==> src/hdl/cadf_defines.svh <==
// Constants of the instruction decoder: addresses, field positions, reset values.
// Assumes the includer wraps nothing around these; definitions only.
`ifndef CADF_DEFINES_SVH
`define CADF_DEFINES_SVH

`define CADF_LEN_ONE_COUNT 49
`define CADF_LEN_TWO_COUNT 45
`define CADF_LEN_THREE_COUNT 17
`define CADF_BANK_COUNT 4
`define CADF_SFR_BASE 8'h80
`define CADF_BIT_RAM_BASE 8'h20
`define CADF_STAT_ADDR 8'hD0
`define CADF_STAT_BIT_LO 8'hD1
`define CADF_STAT_BIT_HI 8'hD7
`define CADF_STAT_RESET 8'h00
`define CADF_CY_POS 7
`define CADF_HALF_POS 6
`define CADF_RS_HI 4
`define CADF_RS_LO 3
`define CADF_OVF_POS 2
`define CADF_OP_PUSH 8'hC0
`define CADF_OP_POP 8'hD0
`define CADF_OP_MOVX_DP_RD 8'hE0
`define CADF_OP_MOVX_DP_WR 8'hF0
`define CADF_OP_MOVC_PC 8'h83
`define CADF_OP_MOVC_DP 8'h93
`define CADF_OP_LOAD_DP 8'h90
`define CADF_OP_MUL 8'hA4
`define CADF_OP_DIV 8'h84
`define CADF_OP_DEC_ADJ 8'hD4
`define CADF_OP_SET_C 8'hD3
`define CADF_OP_CLR_C 8'hC3

`endif

==> src/hdl/cadf_pkg.sv <==
// Types shared by the instruction decoder and its surroundings.
// Assumes cadf_defines.svh supplies the numeric constants.
package cadf_pkg;

	typedef enum logic [2:0] {
		CADF_AM_NONE,
		CADF_AM_REG,
		CADF_AM_DIRECT,
		CADF_AM_INDIRECT,
		CADF_AM_IMMEDIATE,
		CADF_AM_BASED
	} cadf_mode_t;

	typedef enum logic [2:0] {
		CADF_FL_NONE,
		CADF_FL_ARITH,
		CADF_FL_MULDIV,
		CADF_FL_DEC_ADJ,
		CADF_FL_CARRY,
		CADF_FL_SET_C,
		CADF_FL_CLR_C
	} cadf_flag_act_t;

	typedef struct packed {
		logic valid;
		logic [1:0] len;
		cadf_mode_t dst_mode;
		cadf_mode_t src_mode;
		logic is_move;
		logic rmw;
		cadf_flag_act_t flag_act;
	} cadf_decode_t;

	typedef struct packed {
		logic [7:0] reg_addr;
		logic [7:0] direct_addr;
		logic direct_is_sfr;
		logic [7:0] bit_byte;
		logic [2:0] bit_pos;
		logic [7:0] iram_ind;
		logic [15:0] aux_addr;
		logic [15:0] imm;
		logic [15:0] code_addr;
	} cadf_addr_t;

	typedef struct packed {
		logic carry;
		logic overflow;
		logic half_carry;
	} cadf_alu_flags_t;

	typedef struct packed {
		logic byte_we;
		logic [7:0] byte_addr;
		logic bit_we;
		logic [7:0] bit_addr;
		logic [7:0] wdata;
	} cadf_sfr_wr_t;

endpackage

==> src/hdl/cadf_decoder.sv <==
// Instruction decoder with operand address generation and status word flags.
// Assumes all inputs come from core logic on clk_i; no pins reach it directly.
`timescale 1ns/1ps
`include "cadf_defines.svh"

module cadf_decoder (
	input wire logic clk_i,
	input wire logic reset_n_i,
	input wire logic instr_valid_i,
	input wire logic [7:0] opcode_i,
	input wire logic [7:0] operand1_i,
	input wire logic [7:0] operand2_i,
	input wire logic [7:0] acc_i,
	input wire logic [15:0] data_pointer_i,
	input wire logic [15:0] pc_i,
	input wire logic [7:0] stack_pointer_i,
	input wire logic [7:0] working_register_0_i,
	input wire logic [7:0] working_register_1_i,
	input wire cadf_pkg::cadf_alu_flags_t alu_flags_i,
	input wire cadf_pkg::cadf_sfr_wr_t sfr_wr_i,
	output cadf_pkg::cadf_decode_t dec_o,
	output cadf_pkg::cadf_addr_t addr_o,
	output logic [7:0] program_status_word_o
);

	function automatic logic [1:0] instr_len(input logic [7:0] op);
		logic [1:0] l;
		l = 2'h1;
		case (op[3:0])
			4'h0: l = (op inside {8'h10, 8'h20, 8'h30, 8'h90}) ? 2'h3 :
				(op inside {8'h00, 8'hE0, 8'hF0}) ? 2'h1 : 2'h2;
			4'h1: l = 2'h2;
			4'h2: l = (op inside {8'h02, 8'h12}) ? 2'h3 :
				(op inside {8'h22, 8'h32, 8'hE2, 8'hF2}) ? 2'h1 : 2'h2;
			4'h3: l = (op inside {8'h43, 8'h53, 8'h63}) ? 2'h3 : 2'h1;
			4'h4: l = (op == 8'hB4) ? 2'h3 :
				(op inside {8'h24, 8'h34, 8'h44, 8'h54, 8'h64, 8'h74, 8'h94}) ? 2'h2 : 2'h1;
			4'h5: l = (op inside {8'h75, 8'h85, 8'hB5, 8'hD5}) ? 2'h3 :
				(op == 8'hA5) ? 2'h1 : 2'h2;
			4'h6, 4'h7: l = (op[7:4] == 4'hB) ? 2'h3 :
				(op[7:4] inside {4'h7, 4'h8, 4'hA}) ? 2'h2 : 2'h1;
			default: l = (op[7:4] == 4'hB) ? 2'h3 :
				(op[7:4] inside {4'h7, 4'h8, 4'hA, 4'hD}) ? 2'h2 : 2'h1;
		endcase
		return l;
	endfunction

	function automatic cadf_pkg::cadf_mode_t operand_mode(input logic [3:0] lo);
		cadf_pkg::cadf_mode_t m;
		m = cadf_pkg::CADF_AM_REG;
		case (lo)
			4'h4: m = cadf_pkg::CADF_AM_IMMEDIATE;
			4'h5: m = cadf_pkg::CADF_AM_DIRECT;
			4'h6, 4'h7: m = cadf_pkg::CADF_AM_INDIRECT;
			default: m = cadf_pkg::CADF_AM_REG;
		endcase
		return m;
	endfunction

	function automatic cadf_pkg::cadf_flag_act_t flag_action(input logic [7:0] op);
		cadf_pkg::cadf_flag_act_t f;
		f = cadf_pkg::CADF_FL_NONE;
		if ((op[7:4] inside {4'h2, 4'h3, 4'h9}) && (op[3:0] >= 4'h4))
			f = cadf_pkg::CADF_FL_ARITH;
		else if (op == `CADF_OP_MUL || op == `CADF_OP_DIV)
			f = cadf_pkg::CADF_FL_MULDIV;
		else if (op == `CADF_OP_DEC_ADJ)
			f = cadf_pkg::CADF_FL_DEC_ADJ;
		else if (op == `CADF_OP_SET_C)
			f = cadf_pkg::CADF_FL_SET_C;
		else if (op == `CADF_OP_CLR_C)
			f = cadf_pkg::CADF_FL_CLR_C;
		else if ((op inside {8'h13, 8'h33, 8'hB3, 8'h82, 8'hB0, 8'h72, 8'hA0, 8'hA2}) ||
			(op[7:4] == 4'hB && op[3:0] >= 4'h4))
			f = cadf_pkg::CADF_FL_CARRY;
		return f;
	endfunction

	cadf_pkg::cadf_decode_t dec_r, dec_nxt;
	cadf_pkg::cadf_addr_t addr_r, addr_nxt;
	logic [7:0] stat_r, stat_nxt;
	logic [7:0] ri_val;
	logic stat_bit_hit;

	// Decode group
	always_comb begin
		dec_nxt = '0;
		dec_nxt.valid = instr_valid_i;
		dec_nxt.len = instr_len(opcode_i);
		dec_nxt.flag_act = flag_action(opcode_i);
		dec_nxt.is_move = (opcode_i[7:4] inside {4'h7, 4'hE, 4'hF}) ||
			(opcode_i[7:4] == 4'hA && opcode_i[3:0] >= 4'h6) ||
			(opcode_i[7:4] == 4'h8 && opcode_i[3:0] >= 4'h5) ||
			(opcode_i inside {8'h83, 8'h90, 8'h92, 8'h93, 8'hA2});
		if (opcode_i[3:0] >= 4'h4 && (opcode_i[7:4] inside {4'h2, 4'h3, 4'h4, 4'h5, 4'h6, 4'h9})) begin
			dec_nxt.dst_mode = cadf_pkg::CADF_AM_REG;
			dec_nxt.src_mode = operand_mode(opcode_i[3:0]);
		end else if ((opcode_i[7:4] inside {4'h4, 4'h5, 4'h6}) && (opcode_i[3:1] == 3'h1)) begin
			dec_nxt.dst_mode = cadf_pkg::CADF_AM_DIRECT;
			dec_nxt.src_mode = opcode_i[0] ? cadf_pkg::CADF_AM_IMMEDIATE : cadf_pkg::CADF_AM_REG;
		end else if ((opcode_i[7:4] inside {4'h0, 4'h1}) && opcode_i[3:0] >= 4'h4) begin
			dec_nxt.dst_mode = (opcode_i[3:0] == 4'h4) ? cadf_pkg::CADF_AM_REG :
				operand_mode(opcode_i[3:0]);
		end else if (opcode_i[7:4] == 4'hE && opcode_i[3:0] >= 4'h4) begin
			dec_nxt.dst_mode = cadf_pkg::CADF_AM_REG;
			dec_nxt.src_mode = (opcode_i[3:0] == 4'h4) ? cadf_pkg::CADF_AM_NONE :
				operand_mode(opcode_i[3:0]);
		end else if (opcode_i[7:4] == 4'hF && opcode_i[3:0] >= 4'h5) begin
			dec_nxt.dst_mode = operand_mode(opcode_i[3:0]);
			dec_nxt.src_mode = cadf_pkg::CADF_AM_REG;
		end else if (opcode_i == 8'h74) begin
			dec_nxt.dst_mode = cadf_pkg::CADF_AM_REG;
			dec_nxt.src_mode = cadf_pkg::CADF_AM_IMMEDIATE;
		end else if (opcode_i == `CADF_OP_LOAD_DP) begin
			dec_nxt.dst_mode = cadf_pkg::CADF_AM_REG;
			dec_nxt.src_mode = cadf_pkg::CADF_AM_IMMEDIATE;
		end else if (opcode_i == `CADF_OP_MOVC_PC || opcode_i == `CADF_OP_MOVC_DP) begin
			dec_nxt.dst_mode = cadf_pkg::CADF_AM_REG;
			dec_nxt.src_mode = cadf_pkg::CADF_AM_BASED;
		end else if (opcode_i == `CADF_OP_PUSH || opcode_i == `CADF_OP_POP) begin
			dec_nxt.dst_mode = cadf_pkg::CADF_AM_INDIRECT;
			dec_nxt.src_mode = cadf_pkg::CADF_AM_DIRECT;
		end
		// Immediate and based forms only ever land in src_mode above
		dec_nxt.rmw = !dec_nxt.is_move && dec_nxt.dst_mode != cadf_pkg::CADF_AM_NONE &&
			dec_nxt.src_mode != cadf_pkg::CADF_AM_NONE;
	end

	always_ff @(posedge clk_i or negedge reset_n_i) begin
		if (!reset_n_i) begin
			dec_r <= '0;
		end else begin
			dec_r <= dec_nxt;
		end
	end

	// Address group
	always_comb begin
		ri_val = opcode_i[0] ? working_register_1_i : working_register_0_i;
		addr_nxt = '0;
		addr_nxt.reg_addr = {3'h0, stat_r[`CADF_RS_HI:`CADF_RS_LO], opcode_i[2:0]};
		addr_nxt.direct_addr = operand1_i;
		addr_nxt.direct_is_sfr = operand1_i >= `CADF_SFR_BASE;
		addr_nxt.bit_pos = operand1_i[2:0];
		if (operand1_i[7])
			addr_nxt.bit_byte = {operand1_i[7:3], 3'h0};
		else
			addr_nxt.bit_byte = `CADF_BIT_RAM_BASE + {4'h0, operand1_i[6:3]};
		if (opcode_i == `CADF_OP_PUSH || opcode_i == `CADF_OP_POP)
			addr_nxt.iram_ind = stack_pointer_i;
		else
			addr_nxt.iram_ind = ri_val;
		if (opcode_i == `CADF_OP_MOVX_DP_RD || opcode_i == `CADF_OP_MOVX_DP_WR)
			addr_nxt.aux_addr = data_pointer_i;
		else
			addr_nxt.aux_addr = {8'h00, ri_val};
		if (opcode_i == `CADF_OP_LOAD_DP)
			addr_nxt.imm = {operand1_i, operand2_i};
		else
			addr_nxt.imm = {8'h00, operand1_i};
		// Wraps at 64K like the program counter itself
		if (opcode_i == `CADF_OP_MOVC_PC)
			addr_nxt.code_addr = 16'(pc_i + {8'h00, acc_i});
		else
			addr_nxt.code_addr = 16'(data_pointer_i + {8'h00, acc_i});
	end

	always_ff @(posedge clk_i or negedge reset_n_i) begin
		if (!reset_n_i) begin
			addr_r <= '0;
		end else begin
			addr_r <= addr_nxt;
		end
	end

	// Status word group; instruction flag results win over a same-cycle SFR write
	always_comb begin
		stat_nxt = stat_r;
		stat_bit_hit = sfr_wr_i.bit_we && (sfr_wr_i.bit_addr >= `CADF_STAT_BIT_LO) &&
			(sfr_wr_i.bit_addr <= `CADF_STAT_BIT_HI);
		if (sfr_wr_i.byte_we && sfr_wr_i.byte_addr == `CADF_STAT_ADDR)
			stat_nxt = sfr_wr_i.wdata;
		if (stat_bit_hit)
			stat_nxt[sfr_wr_i.bit_addr[2:0]] = sfr_wr_i.wdata[0];
		if (instr_valid_i) begin
			case (dec_nxt.flag_act)
				cadf_pkg::CADF_FL_ARITH: begin
					stat_nxt[`CADF_CY_POS] = alu_flags_i.carry;
					stat_nxt[`CADF_OVF_POS] = alu_flags_i.overflow;
					stat_nxt[`CADF_HALF_POS] = alu_flags_i.half_carry;
				end
				cadf_pkg::CADF_FL_MULDIV: begin
					stat_nxt[`CADF_CY_POS] = 1'b0;
					stat_nxt[`CADF_OVF_POS] = alu_flags_i.overflow;
				end
				cadf_pkg::CADF_FL_DEC_ADJ: begin
					stat_nxt[`CADF_CY_POS] = alu_flags_i.carry;
					stat_nxt[`CADF_OVF_POS] = alu_flags_i.overflow;
				end
				cadf_pkg::CADF_FL_CARRY: stat_nxt[`CADF_CY_POS] = alu_flags_i.carry;
				cadf_pkg::CADF_FL_SET_C: stat_nxt[`CADF_CY_POS] = 1'b1;
				cadf_pkg::CADF_FL_CLR_C: stat_nxt[`CADF_CY_POS] = 1'b0;
				default: stat_nxt = stat_nxt;
			endcase
		end
	end

	always_ff @(posedge clk_i or negedge reset_n_i) begin
		if (!reset_n_i) begin
			stat_r <= `CADF_STAT_RESET;
		end else begin
			stat_r <= stat_nxt;
		end
	end

	assign dec_o = dec_r;
	assign addr_o = addr_r;
	assign program_status_word_o = stat_r;
endmodule

==> config.mk <==
export PLATFORM = sky130hd
export DESIGN_NAME = cadf_decoder
export DESIGN_NICKNAME = d
export VERILOG_FILES = /design/src/hdl/cadf_pkg.sv /design/src/hdl/cadf_decoder.sv
export VERILOG_INCLUDE_DIRS = /design/src /design/src/hdl
export SDC_FILE = /design/constraint.sdc
export NUM_CORES = 1
export LEC_CHECK = 0
export BUFFER_PORTS_ARGS = -buffer_cell sky130_fd_sc_hd__buf_4
export CAP_MARGIN = 20
export CORE_UTILIZATION = 53
export CTS_BUF_LIST = sky130_fd_sc_hd__clkbuf_8
export CTS_CLUSTER_SIZE = 40
export DETAILED_ROUTE_END_ITERATION = 6
export HOLD_SLACK_MARGIN = 0.02
export PLACE_DENSITY = 0.91
export SYNTH_ARGS = -nofsm -noshare
export SYNTH_HDL_FRONTEND = slang
export SYNTH_SLANG_ARGS = --single-unit
==> constraint.sdc <==
create_clock -name clk_i -period 3.4 [get_ports clk_i]
set_input_delay 0.51 -clock clk_i [delete_from_list [all_inputs] [get_ports clk_i]]
set_output_delay 0.51 -clock clk_i [all_outputs]
set_load 0.02 [all_outputs]
==> run metrics <==
worst r2r src=program_status_word_o[7]; Finished Layout Cells=819; share of the synthesized area in the top cell type=49.2%; Via density=5.57; total CTS buffers=9; setup ws final=0.178 ns; MaxCap Viol Count=0; Area contributors post-synth=dfrtp_1, mux2_2, mux2i_1, o21ai_0, and2_1; via count=4563; crit path DAT=3.49 ns; FF-to-FF End=program_status_word_o[7]; All-Layer GR Usage=30.1%; Cell Rows=35; area of the core=9240 sq um; cell with the most instances after synthesis=dfrtp_1; min-delay worst type=primary input to asynchronous set/reset pin; highest metal used=met4; final WL=14.4 mm; n_diodes=0; final cycle utilization of the critical path=94.8%; Clk pin slew, worst setup/hold paths=0.11 ns; Max rail drop VDD=219 uV; CTS Sinks=99; measured slew at the worst slew-check pin=0.676 ns; IO Pins=226; Static Leak=3.47 nW; Setup crit start=opcode_i[4]; fin area=7050 sq um; met2 routed WL=7.23 mm; setup repair bufs after CTS=0; Worst Path Required=3.66 ns; Area after DPL=6840 sq um; Layout Utilization=76.3%; Fill cells=628; Syn Area/Cell=10.8 sq um; synthesized area=5030 sq um; Commonest cells post-synth=dfrtp_1, mux2_2, o21ai_0; CTS tree=yes; final setup fails=0; vias in the first global route=4509; largest net degree at the start of global routing=50; stages on the worst setup path=11; Largest delay share family, worst path=simple AND/OR/NAND/NOR gates; register area share after synthesis=49.2%; Die Span X=99.5 um; reg2reg setup slack=2.12 ns; leading area contributor after synthesis=dfrtp_1; Post-Syn Instances=468; Setup TNS=0 ns; synth warn=0; total power per unit cell area=396 nW/um^2; post-route antenna net violation count=0; port buffer count=222; antenna violations before repair=0; FMAX=310 MHz; CP Launch Type=primary input; clk_lat worst skew=0.37 ns; Fin. Hold Viols=0; Total Power=2.79 mW; Synth Register Bits=99; metal3 WL=1.34 mm; post-synth cell types=67; clock period minus worst slack=3.22 ns; DRT Pass-1 Iters=6; H-tree depth reported by CTS=3; Area Growth Syn to Fin=40.1%; Top FF cell, synth=dfrtp_1; initial core utilization=54.5%; RSZ-0062 raised after global routing=false; slowest cell on the critical path=or4b_4; root buffer cell=clkbuf_8; pre-CTS setup slack=-0.183 ns; DRC Markers=0; cells along the critical path=buf_4 -> or4b_4 -> or2_1 -> buf_4 -> mux2_2 -> ha_1 -> o21ai_0 -> nand2b_1 -> o21ai_0 -> nor4_2 -> xnor2_1; global route overflow=0; max incr delay on CP=0.54 ns; path type of the worst setup path=primary input to flop; final hold slack=0.119 ns; Detail Placement HPWL=11.1 mm; CP max FO=7; Final nets=814; Die Area=9890 sq um; wl on met1=5.34 mm; global-route wire length before repair=22.8 mm; Clock Skew=0.000613 ns; ys async rst share=100%; Max clock buf depth=2; crit end category=flop; Worst slew margin=54.6%; average wire per standard cell=17.6 um; DRT iter0 DRCs=405; gpl congestion=1.00; Final Slew Violations=0; EDFF count, synth=0; worst reg2reg path depth=4; layout cell share with drive strength beyond 1=44.9%; die height=99.5 um; Placed Cells=803; status=complete, no violations; CP bufs+invs=2
## cell type report
cell class	count	area (sq um)	share of cell area (%)
sequential	99	2480	35.1
multi-input combinational	323	2370	33.6
timing repair buffer	237	1780	25.2
tap	129	161	2.29
clock buffer	9	124	1.76
clock inverter	7	86.3	1.22
inverter	15	56.3	0.798
## registers in the layout, indices dropped and copies added, names as in the netlist
signal and count:
program_status_word_o 8, addr_o 77, dec_o 14
## per-layer routing
layer  up-vias  track usage [%]
met3        37             9.00
met5         -                0
li1       2091                -
met1      2155             35.9
met4         0             13.8
met2       280             50.2
## cell families (layout without fill, tap and decap cells)
family / Yosys count / in the layout / synth area share, %
fa+ha+maj: 9 / 9 / 2.39
xor+xnor: 17 / 17 / 2.96
mux: 58 / 58 / 12.5
flops: 99 / 99 / 49.2
simple gates: 149 / 149 / 16.7
buf+inv: 49 / 268 / 4.85
compound gates: 86 / 86 / 11.3
other cells: 1 / 4 / 0.0745
## what timing repair did
action | CTS | global route
resized for setup | 0 | 1
setup endpoints to repair | 0 | 1
hold buffers | 0 | 0
## worst max-delay path by stage
stage,end,slack [ns]
5_1_grt,addr_o[15],0.07
6_report,addr_o[15],0.18
3_3_place_gp,addr_o[10],0.09
4_1_cts,addr_o[15],0.11
3_5_place_dp,addr_o[15],-0.18
2_1_floorplan,addr_o[10],0.005
## placed cells by master, fill, tap and decap left out, types with 4 or more instances in the layout
| master | count |
|---|---|
| and2_1 | 18 |
| dfrtp_1 | 99 |
| nor2_1 | 26 |
| o21ai_0 | 26 |
| ha_1 | 7 |
| nor3b_1 | 5 |
| xor2_1 | 11 |
| mux2_2 | 37 |
| inv_1 | 15 |
| xnor2_1 | 6 |
| nand3_1 | 18 |
| buf_4 | 237 |
| conb_1 | 4 |
| nand4_1 | 7 |
| clkbuf_8 | 9 |
| mux2i_1 | 21 |
| a211oi_1 | 4 |
| nor3_1 | 7 |
| nor2b_1 | 10 |
| a21oi_1 | 15 |
| nand2_1 | 24 |
| or3_1 | 4 |
## where the power goes
group	total [mW]	switching (mW)	internal (mW)
logic	0.714	0.383	0.331
clock network	0.784	0.482	0.301
registers	1.30	0.0333	1.26
No activity file was read; power rests on OpenSTA's default activity.
